<file path="src/tec_pkg.sv">
package tec_pkg;

    // ------------------------------------------------------------
    // register map
    // ------------------------------------------------------------
    localparam logic [1:0] COUNT_VALUE_OFS = 2'h0;
    localparam logic [1:0] MODE_CONTROL_OFS = 2'h1;
    localparam logic [7:0] COUNT_VALUE_RST = 8'h00;
    localparam logic [7:0] MODE_CONTROL_RST = 8'h08;

    // ------------------------------------------------------------
    // mode control field positions
    // ------------------------------------------------------------
    localparam int MODE_HI_POS = 7;
    localparam int MODE_LO_POS = 6;
    localparam int SRC_POS = 5;
    localparam int RUN_POS = 4;
    localparam int EDGE_POS = 3;
    localparam int PSC_HI_POS = 2;
    localparam int PSC_LO_POS = 0;
    localparam int PSC_STAGES = 8;

    // ------------------------------------------------------------
    // count mode codes
    // ------------------------------------------------------------
    localparam logic [1:0] MODE_UNUSED = 2'h0;
    localparam logic [1:0] MODE_EVENT = 2'h1;
    localparam logic [1:0] MODE_TIMER = 2'h2;
    localparam logic [1:0] MODE_PULSE = 2'h3;
    localparam logic [7:0] COUNT_FULL = 8'hff;

    // pulse measurement states
    typedef enum logic [2:0] {
        TEC_IDLE = 3'b001,
        TEC_ARMED = 3'b010,
        TEC_MEASURE = 3'b100
    } tec_pulse_state_t;

    // register bus request
    typedef struct packed {
        logic [1:0] addr;
        logic [7:0] wdata;
        logic wr;
        logic rd;
    } tec_bus_req_t;

endpackage : tec_pkg

</file>
<file path="src/tec_timer.sv">
`timescale 1ns/100ps
// What this block does
// - mode field: 01 event count, 10 interval timer, 11 pulse width, 00 unused
// - tick source bit picks system clock when 0, sub clock when 1
// - prescale field divides tick clock by 1 up to 128 in powers of two
// - counter runs only while run bit is set; clearing it stops counting
// - timer mode increments on each falling edge of prescaled tick
// - passing FFH overflows: request raised, preload reloaded, counting goes on
// - event mode counts rising edges at polarity 0, falling at polarity 1
// - pulse mode: run bit only arms; counting waits for the starting edge
// - pulse mode counts from falling to rising (pol 0) or rising to falling
// - pulse end clears run bit, holds count, ignores edges until rearmed
// - in timer and event modes only software clears the run bit, bar a stop edge in the cycle after a write quits pulse mode mid-measure
// - counting continues while asleep; overflow gives request and wake-up
// - pulse mode start edge counts from the next timer tick; the stop edge ends the count at once
// - count reads and preload writes inhibit the counter clock that cycle
// - preload write while stopped loads counter; while running waits overflow
// - every overflow sets the request flag, enabled or not
module tec_timer (
    // clock, reset, enable
    input wire logic sys_clk,
    input wire logic reset,
    input wire logic clk_en,
    // register port
    input wire tec_pkg::tec_bus_req_t bus_req,
    output logic [7:0] rdata,
    // clock sources and event pin
    input wire logic sub_clock,
    input wire logic event_input_pin,
    // events
    output logic overflow_irq,
    output logic wake_up
);

    // ------------------------------------------------------------
    // registers and state
    // ------------------------------------------------------------
    logic [7:0] timer_mode_control;
    logic [7:0] preload;
    logic [7:0] count_value_reg;
    logic [2:0] sub_sync;
    logic [1:0] pin_sync;
    logic pin_prev;
    logic [2:0] sync_fill;
    logic [tec_pkg::PSC_STAGES-1:0] psc_div;
    wire logic [tec_pkg::PSC_STAGES-1:0] psc_carry;
    logic tick_prev;
    tec_pkg::tec_pulse_state_t pstate;

    logic [1:0] count_mode_sel;
    logic tick_source_sel;
    logic count_run;
    logic edge_polarity;
    logic [2:0] prescale_sel;
    logic src_pulse;
    logic prescaler_input_clock;
    logic tick_fall;
    logic pin_rise;
    logic pin_fall;
    logic start_edge;
    logic stop_edge;
    logic inhibit;
    logic count_step;
    logic ovf;
    logic wr_ctl;
    logic wr_cnt;
    logic pulse_end;

    assign count_mode_sel = timer_mode_control[tec_pkg::MODE_HI_POS:tec_pkg::MODE_LO_POS];
    assign tick_source_sel = timer_mode_control[tec_pkg::SRC_POS];
    assign count_run = timer_mode_control[tec_pkg::RUN_POS];
    assign edge_polarity = timer_mode_control[tec_pkg::EDGE_POS];
    assign prescale_sel = timer_mode_control[tec_pkg::PSC_HI_POS:tec_pkg::PSC_LO_POS];

    // decode of a write strobe at one offset, used for both registers
    function automatic logic wr_hit(input tec_pkg::tec_bus_req_t r, input logic [1:0] ofs);
        wr_hit = r.wr && (r.addr == ofs);
    endfunction : wr_hit

    assign wr_ctl = wr_hit(bus_req, tec_pkg::MODE_CONTROL_OFS);
    assign wr_cnt = wr_hit(bus_req, tec_pkg::COUNT_VALUE_OFS);

    // ------------------------------------------------------------
    // input synchronisers
    // ------------------------------------------------------------
    // two-stage synchroniser; sync_fill marks when the flops hold real samples
    always_ff @(posedge sys_clk) begin
        if (reset) begin
            pin_sync <= 2'h0;
            pin_prev <= 1'b0;
            sub_sync <= 3'h0;
            sync_fill <= 3'h0;
        end else if (clk_en) begin
            pin_sync <= {pin_sync[0], event_input_pin};
            pin_prev <= pin_sync[1];
            sub_sync <= {sub_sync[1:0], sub_clock};
            sync_fill <= {sync_fill[1:0], 1'b1};
        end
    end

    // edges wait for a full pipe, so a pin sitting high at reset is no false edge
    assign pin_rise = sync_fill[2] && pin_sync[1] && !pin_prev;
    assign pin_fall = sync_fill[2] && !pin_sync[1] && pin_prev;

    // ------------------------------------------------------------
    // tick source and prescaler
    // ------------------------------------------------------------
    // source choice: system clock gives a tick every cycle, sub clock on its rise
    assign src_pulse = tick_source_sel ? (sync_fill[2] && sub_sync[1] && !sub_sync[2]) : 1'b1;

    // carry into each divider stage: all lower stages high
    assign psc_carry[0] = 1'b1;
    for (genvar g = 1; g < tec_pkg::PSC_STAGES; g++) begin : g_psc_carry
        assign psc_carry[g] = &psc_div[g-1:0];
    end

    // ripple of toggle stages; stage n toggles when all lower stages are high
    // the divider runs free, so the first tick after setting the run bit may come early
    always_ff @(posedge sys_clk) begin
        if (reset) begin
            psc_div <= '0;
        end else if (clk_en && src_pulse) begin
            psc_div <= psc_div ^ psc_carry;
        end
    end

    // divide-by-1 follows the source pulse itself; others are divider bits
    assign prescaler_input_clock = (prescale_sel == 3'h0) ? src_pulse
        : psc_div[prescale_sel - 3'h1];

    always_ff @(posedge sys_clk) begin
        if (reset) begin
            tick_prev <= 1'b0;
        end else if (clk_en) begin
            tick_prev <= prescaler_input_clock;
        end
    end

    // count on high-to-low of the prescaled tick; divide-by-1 counts every source pulse
    assign tick_fall = (prescale_sel == 3'h0) ? src_pulse : (tick_prev && !prescaler_input_clock);

    // ------------------------------------------------------------
    // pulse measurement sequencing
    // ------------------------------------------------------------
    // polarity picks which edge starts and which ends the pulse
    assign start_edge = edge_polarity ? pin_rise : pin_fall;
    assign stop_edge = edge_polarity ? pin_fall : pin_rise;

    // arm on run bit, measure from start edge; counting starts at the next tick, stop edge ends at once
    always_ff @(posedge sys_clk) begin
        if (reset) begin
            pstate <= tec_pkg::TEC_IDLE;
        end else if (clk_en) begin
            case (pstate)
                tec_pkg::TEC_IDLE: begin
                    if (count_run && count_mode_sel == tec_pkg::MODE_PULSE) begin
                        pstate <= tec_pkg::TEC_ARMED;
                    end
                end
                tec_pkg::TEC_ARMED: begin
                    if (!count_run || count_mode_sel != tec_pkg::MODE_PULSE) begin
                        pstate <= tec_pkg::TEC_IDLE;
                    end else if (start_edge) begin
                        pstate <= tec_pkg::TEC_MEASURE;
                    end
                end
                tec_pkg::TEC_MEASURE: begin
                    if (!count_run || count_mode_sel != tec_pkg::MODE_PULSE || stop_edge) begin
                        pstate <= tec_pkg::TEC_IDLE;
                    end
                end
                default: begin
                    pstate <= tec_pkg::TEC_IDLE;
                end
            endcase
        end
    end

    assign pulse_end = (pstate == tec_pkg::TEC_MEASURE) && stop_edge && count_run;

    // ------------------------------------------------------------
    // counter step and overflow
    // ------------------------------------------------------------
    // a count read or preload write blocks the step
    assign inhibit = bus_req.rd && bus_req.addr == tec_pkg::COUNT_VALUE_OFS || wr_cnt;

    // step only while running, per mode
    always_comb begin
        count_step = 1'b0;
        case (count_mode_sel)
            tec_pkg::MODE_EVENT: count_step = edge_polarity ? pin_fall : pin_rise;
            tec_pkg::MODE_TIMER: count_step = tick_fall;
            tec_pkg::MODE_PULSE: begin
                count_step = tick_fall && pstate == tec_pkg::TEC_MEASURE && !stop_edge;
            end
            default: count_step = 1'b0;
        endcase
        count_step = count_step && count_run && !inhibit;
    end

    assign ovf = count_step && count_value_reg == tec_pkg::COUNT_FULL;

    // reload preload at overflow; stopped write loads counter at once
    always_ff @(posedge sys_clk) begin
        if (reset) begin
            preload <= tec_pkg::COUNT_VALUE_RST;
            count_value_reg <= tec_pkg::COUNT_VALUE_RST;
        end else if (clk_en) begin
            if (wr_cnt) begin
                preload <= bus_req.wdata;
            end
            if (wr_cnt && !count_run) begin
                count_value_reg <= bus_req.wdata;
            end else if (ovf) begin
                count_value_reg <= preload;
            end else if (count_step) begin
                count_value_reg <= count_value_reg + 8'h01;
            end
        end
    end

    // ------------------------------------------------------------
    // mode control register
    // ------------------------------------------------------------
    // hardware clears run bit at pulse end; software write in same cycle wins
    // outside pulse mode hardware clears only on a stop edge in the cycle after a write quits pulse mode mid-measure
    always_ff @(posedge sys_clk) begin
        if (reset) begin
            timer_mode_control <= tec_pkg::MODE_CONTROL_RST;
        end else if (clk_en) begin
            if (wr_ctl) begin
                timer_mode_control <= bus_req.wdata;
            end else if (pulse_end) begin
                timer_mode_control[tec_pkg::RUN_POS] <= 1'b0;
            end
        end
    end

    // ------------------------------------------------------------
    // read data and event outputs
    // ------------------------------------------------------------
    // read data valid in the cycle after the read strobe; unmapped reads zero
    always_ff @(posedge sys_clk) begin
        if (reset) begin
            rdata <= 8'h00;
        end else if (clk_en) begin
            if (bus_req.rd && bus_req.addr == tec_pkg::COUNT_VALUE_OFS) begin
                rdata <= count_value_reg;
            end else if (bus_req.rd && bus_req.addr == tec_pkg::MODE_CONTROL_OFS) begin
                rdata <= timer_mode_control;
            end else begin
                rdata <= 8'h00;
            end
        end
    end

    // one-cycle request pulse per overflow; wake-up alongside it
    always_ff @(posedge sys_clk) begin
        if (reset) begin
            overflow_irq <= 1'b0;
            wake_up <= 1'b0;
        end else if (clk_en) begin
            overflow_irq <= ovf;
            wake_up <= ovf;
        end
    end
endmodule : tec_timer

</file>
<file path="config.mk">
export PLATFORM = sky130hd
export DESIGN_NAME = tec_timer
export DESIGN_NICKNAME = d
export VERILOG_FILES = /design/src/tec_pkg.sv /design/src/tec_timer.sv
export SDC_FILE = /design/constraint.sdc
export NUM_CORES = 1
export LEC_CHECK = 0
export ABC_AREA = 1
export BUFFER_PORTS_ARGS = -buffer_cell sky130_fd_sc_hd__clkbuf_2
export CELL_PAD_IN_SITES_DETAIL_PLACEMENT = 0
export CELL_PAD_IN_SITES_GLOBAL_PLACEMENT = 1
export CORE_MARGIN = 8
export CORE_UTILIZATION = 43
export CTS_CLUSTER_SIZE = 16
export DETAILED_ROUTE_END_ITERATION = 12
export GPL_TIMING_DRIVEN = 0
export PLACE_DENSITY_LB_ADDON = 0.1
export SLEW_MARGIN = 20
export SYNTH_ARGS = -nofsm -noshare
export SYNTH_HDL_FRONTEND = slang
export SYNTH_SLANG_ARGS = --single-unit
export TNS_END_PERCENT = 1
</file>
<file path="constraint.sdc">
create_clock -name sys_clk -period 2.6 [get_ports sys_clk]
set_input_delay 0.65 -clock sys_clk [delete_from_list [all_inputs] [get_ports sys_clk]]
set_output_delay 0.65 -clock sys_clk [all_outputs]
set_load 0.005 [all_outputs]
</file>
; ---- Yosys cells after proc, flatten, opt, wreduce, memory -nomap -nowiden
; Index checks and enable logic that the tools add are counted.
[word_totals]
regBits = 54
latch_bits = 0
ram_bits = 0
mem_bits_ro = 0
input_bits = 17
output_inout_bits = 10
elab_cells = 95
memories = 0
[op_classes]
add_sub_neg = 2
multipliers = 0
div = 0
magnitude_cmp = 1
eq_ne = 12
shift = 0
muxes = 20
bitwise = 1
n_reduce_logical = 46
[ops]
columns = cell, n
row1 = 8-bit two-way mux, 5
row2 = 1-bit logical AND, 21
row3 = 3-bit two-way mux, 4
row4 = 2-bit AND reduction, 5
row5 = 3-bit one-hot mux with 3 select lines, 1
row6 = 8-bit by 1-bit adder with 8-bit output (second input constant), 1
row7 = 8-bit == test (second input constant), 1
row8 = 1-bit two-way mux, 8
row9 = 4-bit AND reduction, 2
row10 = 8-bit XOR, 1
row11 = 1-bit zero test, 7
row12 = 7-bit AND reduction, 1
row13 = 2-bit inequality test (second input constant), 3
row14 = 6-bit AND reduction, 1
row15 = 5-bit AND reduction, 1
row16 = 2-bit by 1-bit == test with 1-bit output (second input constant), 2
row17 = 2-bit == test (second input constant), 2
row18 = 3-bit by 4-bit less-than comparator with 1-bit output (second input constant), 1
row19 = 1-bit binary-select mux with 3-bit select, 1
row20 = 3-bit by 1-bit == test with 1-bit output (second input constant), 1
row21 = 3-bit by 2-bit == test with 1-bit output (second input constant), 1
row22 = 3-bit == test (second input constant), 1
row23 = 3-bit zero test, 1
row24 = 1-bit logical OR, 3
row25 = 7 further kinds, 7

; ---- Depth between registers and ports, before layout
; Gate-level depths: netlist of the first run.
[depth]
depth_word = 15
depth_mapped = 16
ltp_nobuf = 16

; ---- Worst setup path before layout of the first run
; No wires, ideal clock.
[synth_timing]
kind = register to register
start = register timer_mode_control[0]
end = register count_value_reg[2]
setup_ns = 0.122
arrival_time_ns = 1.694
required_ns = 2.478
setup_slack_ns = 0.785
stages_incl_launch_ff = 14
path_buffers = 1
synth_period_minus_slack_ns = 1.815
cell_sequence = dfxtp_1 > inv_2 > ha_1 > inv_1 > nand3_1 > nand3_2 > nand4_2 > nand2_4 > nand2_4 > nand2_4 > nand2_4 > buf_6 > a21oi_1 > a21oi_1
[synth_between]
elab_chain_cells = 15
word_cells_on_any_way = 18
classes_between = add/sub: 1 / mux: 7 / reduce/logical: 10
[synth_rtl]
columns = element, line
row1 = from (decl), tec_timer.sv:38  ; logic [7:0] timer_mode_control;
row2 = from (signal assigned), tec_timer.sv:229  ; timer_mode_control <= tec_pkg::MODE_CONTROL_RST;
row3 = from (signal assigned), tec_timer.sv:232  ; timer_mode_control <= bus_req.wdata;
row4 = 3-bit by 1-bit subtractor with 3-bit output, tec_timer.sv:129  ; : psc_div[prescale_sel - 3'h1];
row5 = 1-bit binary-select mux with 3-bit select, tec_timer.sv:129
row6 = 1-bit two-way mux (implied by the code), tec_timer.sv:129
row7 = 1-bit two-way mux, tec_timer.sv:128  ; assign prescaler_input_clock = (prescale_sel == 3'h0) ? src_pulse
row8 = 1-bit zero test, tec_timer.sv:140  ; assign tick_fall = (prescale_sel == 3'h0) ? src_pulse : (tick_prev && !prescaler_input_clock);
row9 = 1-bit logical AND, tec_timer.sv:140
row10 = 1-bit two-way mux *, tec_timer.sv:140
row11 = 1-bit logical AND (2 in series), tec_timer.sv:194  ; count_step = tick_fall && pstate == tec_pkg::TEC_MEASURE && !stop_edge;
row12 = 1-bit one-hot mux with 3 select lines *, tec_timer.sv:190  ; case (count_mode_sel)
row13 = 1-bit logical AND * (2 in series), tec_timer.sv:198  ; count_step = count_step && count_run && !inhibit;
row14 = 1-bit logical AND, tec_timer.sv:201  ; assign ovf = count_step && count_value_reg == tec_pkg::COUNT_FULL;
row15 = 3-bit nonzero test (no line) / 8-bit two-way mux (equally long branches), --
row16 = 2-bit AND reduction (no line) / 8-bit two-way mux (equally long branches), --
row17 = to (signal assigned), tec_timer.sv:207  ; count_value_reg <= tec_pkg::COUNT_VALUE_RST;
row18 = to (signal assigned), tec_timer.sv:213  ; count_value_reg <= bus_req.wdata;
row19 = to (signal assigned), tec_timer.sv:215  ; count_value_reg <= preload;
row20 = to (decl), tec_timer.sv:40  ; logic [7:0] count_value_reg;
; Mark *: on every way between the ends. The rest lies on a longest branch, timed or not. The select of a mux whose other input is x is not followed.
; A chain may end at the register's enable or synchronous reset.

; ---- Final worst setup path of the first run
; Same ends and word-level chain as after synthesis.

==> flow_metrics.py, run 1 <==
metrics = {
    "status": {
        "outcome": "completed",
    },
    "run": {
        "cap_violations": 0,
    },
    "worst_setup_path": {
        "crit_buf_inv": 3,
        "reg2reg_slack_ps": 470,
        "required_ps": 2800,
        "worstPathMaxFanout": 10,
        "critPathMaxStageDelay_ps": 450,
        "crit_slowest_cell": "dfxtp_1",
        "arrival_ps": 2340,
        "path_class": "reg -> reg",
        "cp-end-kind": "flop",
        "critPathLaunchType": "flop",
        "critical_path.most_common_cell": "nand2_4",
        "crit_chain": "inv_2, ha_1, inv_1, nand3_1, nand3_2, nand4_2, nand2_4, nand2_4, nand2_4, nand2_4, buf_6, a21oi_1, a21oi_1",
        "r2r_end": "count_value_reg[2]$_SDFFE_PP0P_",
        "worst_r2r_path_depth": 13,
        "path_delay_family": "simple AND/OR/NAND/NOR gates",
        "r2r_start": "timer_mode_control[0]$_SDFFE_PP0P_",
    },
    "route": {
        "drt_pre_antenna_iters": 4,
        "wl_per_cell_um": 14.4,
        "drt_iter0_markers": 170,
        "drc": 0,
        "finalWirelength_um": 7160,
        "ant_nets": 0,
        "dr_total_vias": 2560,
        "viasPerCell": 5.13,
    },
    "worst_hold_path": {
        "hold_path_class": "reg -> reg",
        "hold_end": "preload[6]$_SDFFE_PP0P_",
        "holdCritStartpoint": "preload[6]$_SDFFE_PP0P_",
        "whs_path_depth": 2,
    },
    "sta": {
        "drv_slew": 0,
        "hold_viol": 0,
        "rsz0062_at_grt": "no",
        "skew_ps": 2.69,
        "whs_ps": 461,
        "setup_violations": 0,
        "fin_crit_sh": 0.820,
        "finalSetupTns_ps": 0,
        "tightestPinTransition_ps": 667,
        "slew-limit-headroom": 0.555,
        "setup_ws_ps": 468,
        "clock.fmax_ghz": 0.469,
        "period_minus_slack_ps": 2130,
    },
    "die": {
        "initial_core_util": 0.441,
        "rows": 29,
        "coreArea_um2": 6310,
        "die_area_um2": 9310,
        "num_io_pins": 27,
        "die_h_um": 96.5,
        "die-width_um": 96.5,
    },
    "pwr": {
        "clockPowerShare": 0.298,
        "total_power_mw": 1.67,
        "seqPwrFrac": 0.551,
        "switching_power_mw": 0.483,
        "power_switching_share": 0.290,
        "vdd_drop_max_uv": 308,
        "p_leak_nw": 1.42,
        "combPwrFrac": 0.151,
        "power.density_nw_per_um2": 539,
        "internal-power_mw": 1.18,
    },
    "synth": {
        "synth_cell_types": 32,
        "ys_ff_latch": 54,
        "yosysWarnings": 0,
        "synth_cells": 390,
        "netlist_area_um2": 2790,
        "syn_avg_cell_area_um2": 7.14,
        "syn_nets": 413,
        "ys_seq_area_frac": 0.388,
    },
    "clock_network": {
        "clk_pin_slew_ps": 100,
        "cts_tree": "yes",
        "clockBufferDepth": 2,
        "cts_setup_buffers": 0,
        "cts_buffers": 5,
        "cts_root_buf": "clkbuf_8",
        "cts_hold_buf": 0,
        "htreeDepth": 2,
        "cts_resized": 0,
        "clock_latency_ps": 310,
        "cts_sinks": 54,
    },
    "grt": {
        "grt_first_pass_wirelength_um": 11800,
        "grt_pass1_vias": 2376,
        "grt_max_degree": 16,
        "antenna_found_initial": 0,
        "track_usage": 0.165,
        "grt.overflow.total": 0,
    },
    "final_layout": {
        "mostFrequentLayoutCells": "inv_1, nand2_1, dfxtp_1, o21ai_0",
        "fin_util": 0.490,
        "diodes": 0,
        "final_common_cell": "inv_1",
        "drive_gt1_frac": 0.145,
        "area_growth_pct": 11.0,
        "nets": 444,
    },
    "placed_design": {
        "post-place-ws_ps": 401,
        "hpwl_um": 5510,
        "port_buffers": 24,
        "gp_congestion": 0.862,
    },
}
[cell families after synthesis]
logic type | Yosys count | synth area share
flops | 54 | 0.388
xor+xnor | 5 | 0.0157
fa+ha+maj | 6 | 0.0269
buf+inv | 77 | 0.110
simple gates | 155 | 0.276
compound gates | 93 | 0.184
[cell usage after synthesis (all sizes together)]
library cell / n / area [um2]
xor2: 5 / 43.8
o21ai: 41 / 205
buf: 4 / 31.3
nor3b: 1 / 7.51
nand2: 66 / 295
a21oi: 41 / 216
nor2: 43 / 188
a211oi: 1 / 7.51
nand3: 28 / 163
o221ai: 8 / 70.1
ha: 6 / 75.1
clkbuf: 11 / 41.3
nor3: 6 / 40.0
or2: 1 / 6.26
inv: 62 / 233
o211ai: 1 / 7.51
dfxtp: 54 / 1080
a31oi: 1 / 6.26
nand4: 10 / 68.8
[layout make-up]
cell class | instances | area (um2)
well taps | 77 | 96.3
repair buffers | 24 | 120
inverters | 62 | 233
clock inverters | 1 | 5.00
fillers | 682 | 3220
clock buffers | 7 | 86.3
flip-flops and latches | 54 | 1080
multi-input cells | 259 | 1400
plain buffers | 15 | 72.6
[worst max path at each step]
stage	to	depth (start not counted)	from
4_1_cts	count_value_reg[6]$_SDFFE_PP0P_	13	timer_mode_control[0]$_SDFFE_PP0P_
6_report	count_value_reg[2]$_SDFFE_PP0P_	13	timer_mode_control[0]$_SDFFE_PP0P_
2_1_floorplan	count_value_reg[2]$_SDFFE_PP0P_	13	timer_mode_control[0]$_SDFFE_PP0P_
3_5_place_dp	preload[2]$_SDFFE_PP0P_	5	reset
5_1_grt	count_value_reg[6]$_SDFFE_PP0P_	13	timer_mode_control[0]$_SDFFE_PP0P_
3_3_place_gp	preload[3]$_SDFFE_PP0P_	5	reset
[through the flow]
| step | area (um2) | std cells |
|---|---|---|
| finish | 3090 | 499 |
| CTS | 3090 | 499 |
| detailed placement | 3000 | 491 |
| global route | 3090 | 499 |
| global placement | 3000 | 491 |
| floorplan | 2790 | 390 |
[metal layers]
metal,vias to the layer above,part of all wire,global-route usage
li1,1337,-,-
met1,1179,0.47,0.203
met2,34,0.48,0.279
met3,10,0.031,0.0301
met4,0,0.023,0.0631
met5,-,0,0
[power by group through the flow]
stage | Combinational (mW) | Clock (mW) | Sequential [mW]
6_report | 0.252 | 0.496 | 0.919
3_3_place_gp | 0.251 | 0 | 0.937
5_1_grt | 0.290 | 0.551 | 0.927
3_5_place_dp | 0.252 | 0 | 0.938
4_1_cts | 0.253 | 0.514 | 0.919
2_1_floorplan | 0.180 | 0 | 0.930
[worst reg2reg max path, delay by kind of cell (launching register included)]
family,cells,cell delay [ps]
compound gates,2,200
fa+ha+maj,1,360
buf+inv,3,380
flops,1,450
simple gates,7,640
(Power assumes the default switching activity.)
==> run 2: changes to the inputs <==
==> constraint.sdc (replaced) <==
create_clock -name sys_clk -period 2.1 [get_ports sys_clk]
set_input_delay 0.525 -clock sys_clk [delete_from_list [all_inputs] [get_ports sys_clk]]
set_output_delay 0.525 -clock sys_clk [all_outputs]
set_load 0.005 [all_outputs]
==> run 2 against run 1 <==
Net effect:
- sequential cell count unchanged
- sequential power increased by 24%
- clock skew rose by 1.2 ps
- die area did not move
- total power rose by 24%
- highest routed layer unchanged
- global-route usage is the same
- largest cell class unchanged
==> flow_metrics.py, run 2 (same netlist as run 1, synthesis figures left out) <==
metrics = {
    "status": {
        "outcome": "completed",
    },
    "clock_network": {
        "clk_pin_slew_ps": 100,
        "cts_sinks": 54,
        "cts_root_buf": "clkbuf_8",
        "cts_buffers": 5,
        "clock_latency_ps": 310,
        "clockBufferDepth": 2,
        "htreeDepth": 2,
        "cts_tree": "yes",
    },
    "worst_setup_path": {
        "path_delay_family": "simple AND/OR/NAND/NOR gates",
        "path_class": "reg -> reg",
        "crit_slowest_cell": "dfxtp_4",
        "arrival_ps": 2130,
        "critPathMaxStageDelay_ps": 370,
        "crit_buf_inv": 3,
        "cp-end-kind": "flop",
        "crit_chain": "inv_2, ha_4, inv_1, nand3_1, nand3_2, nand4_2, nand2_4, nand2_4, nand2_4, nand2_4, buf_6, a21oi_1, a21oi_1",
        "required_ps": 2300,
        "worstPathMaxFanout": 10,
        "critPathLaunchType": "flop",
        "critical_path.most_common_cell": "nand2_4",
    },
    "sta": {
        "skew_ps": 3.88,
        "fin_crit_sh": 0.919,
        "hold_viol": 0,
        "period_minus_slack_ps": 1930,
        "clock.fmax_ghz": 0.518,
        "finalSetupTns_ps": 0,
        "rsz0062_at_grt": "no",
        "drv_slew": 0,
        "setup_violations": 0,
        "tightestPinTransition_ps": 613,
        "slew-limit-headroom": 0.592,
    },
    "die": {
        "rows": 29,
        "die_h_um": 96.5,
        "coreArea_um2": 6310,
        "num_io_pins": 27,
        "die_area_um2": 9310,
        "initial_core_util": 0.441,
        "die-width_um": 96.5,
    },
    "final_layout": {
        "fin_util": 0.495,
        "final_common_cell": "inv_1",
        "num-fill-cells": 679,
        "mostFrequentLayoutCells": "inv_1, nand2_1, dfxtp_1, o21ai_0",
        "diodes": 0,
        "nets": 445,
        "drive_gt1_frac": 0.151,
        "area_growth_pct": 12.1,
    },
    "placed_design": {
        "gp_congestion": 0.862,
        "port_buffers": 24,
        "hpwl_um": 5510,
    },
    "grt": {
        "track_usage": 0.165,
        "grt_max_degree": 16,
        "grt_pass1_vias": 2376,
        "grt.overflow.total": 0,
        "grt_first_pass_wirelength_um": 11800,
        "antenna_found_initial": 0,
    },
    "route": {
        "drt-met1-wl_um": 3180,
        "drt_pre_antenna_iters": 4,
        "dr_total_vias": 2564,
        "drt_iter0_markers": 187,
        "top_layer": "met4",
        "wl_per_cell_um": 14.4,
        "drc": 0,
        "dr_wl_met3_um": 313,
        "finalWirelength_um": 7220,
        "viasPerCell": 5.13,
        "ant_nets": 0,
        "dr_wl_met2_um": 3570,
    },
    "run": {
        "cap_violations": 0,
    },
    "worst_hold_path": {
        "hold_path_class": "in -> reg",
    },
    "pwr": {
        "power.density_nw_per_um2": 660,
        "p_leak_nw": 1.44,
        "vdd_drop_max_uv": 383,
    },
}
run 2: changes by cell type in the layout (fill, tap and decap cells not counted), sizes merged:
cell  before  now
buf        4    5
run 2: final timing paths:
| path | slack (ps) | to | cells past startpoint | startpoint |
|---|---|---|---|---|
| min | 430 | pin_sync[0]$_SDFFE_PP0P_ | 3 | event_input_pin |
| max | 170 | count_value_reg[2]$_SDFFE_PP0P_ | 13 | timer_mode_control[0]$_SDFFE_PP0P_ |
| min reg2reg | 460 | preload[6]$_SDFFE_PP0P_ | 2 | preload[6]$_SDFFE_PP0P_ |
| max reg2reg | 170 | count_value_reg[2]$_SDFFE_PP0P_ | 13 | timer_mode_control[0]$_SDFFE_PP0P_ |
run 2: report_power, final:
part           switching, mW  internal [mW]
Sequential            0.0472           1.09
Clock                  0.344          0.267
Combinational          0.204          0.111
run 2: per-layer routing:
layer,vias to the layer above,global-route usage
li1,1345,-
met3,11,0.0301
met1,1171,0.203
met5,-,0
met4,0,0.0631
met2,37,0.279
run 2: worst min-delay path, stage by stage:
cell and delay [ps]:
clkbuf_2 80, nor2_1 30, nor2_1 80
run 2: per-stage QoR:
stage | instances | area [um2] | setup WS (ps) | power, mW | hold slack [ps]
after floorplan | 390 | 2790 | 285 | 1.37 | 430
after global placement | 491 | 3000 | 8.94 | 1.47 | 444
after detailed placement | 491 | 3000 | -4.84 | 1.47 | 451
after CTS | 499 | 3100 | 64.0 | 2.09 | 425
after global routing | 500 | 3120 | 13.3 | 2.19 | 444
final | 500 | 3120 | 170 | 2.06 | 431
run 2: layout make-up:
| class | count | area, um2 | share of cell area |
|---|---|---|---|
| tap | 77 | 96.3 | 0.0308 |
| multi-input combinational | 259 | 1420 | 0.454 |
| sequential | 54 | 1080 | 0.347 |
| buffer | 15 | 72.6 | 0.0232 |
| clock buffer | 7 | 86.3 | 0.0276 |
| timing repair buffer | 25 | 128 | 0.0408 |
| clock inverter | 1 | 5.00 | 0.00160 |
| inverter | 62 | 233 | 0.0745 |
run 2: repair_timing:
item | in CTS | in global routing
hold buffers | 0 | 0
endpoints found under the setup margin | 4 | 8
gates resized for setup | 1 | 3
hold endpoints to repair | 0 | 0
setup buffers | 0 | 1
pin swaps | 0 | 1
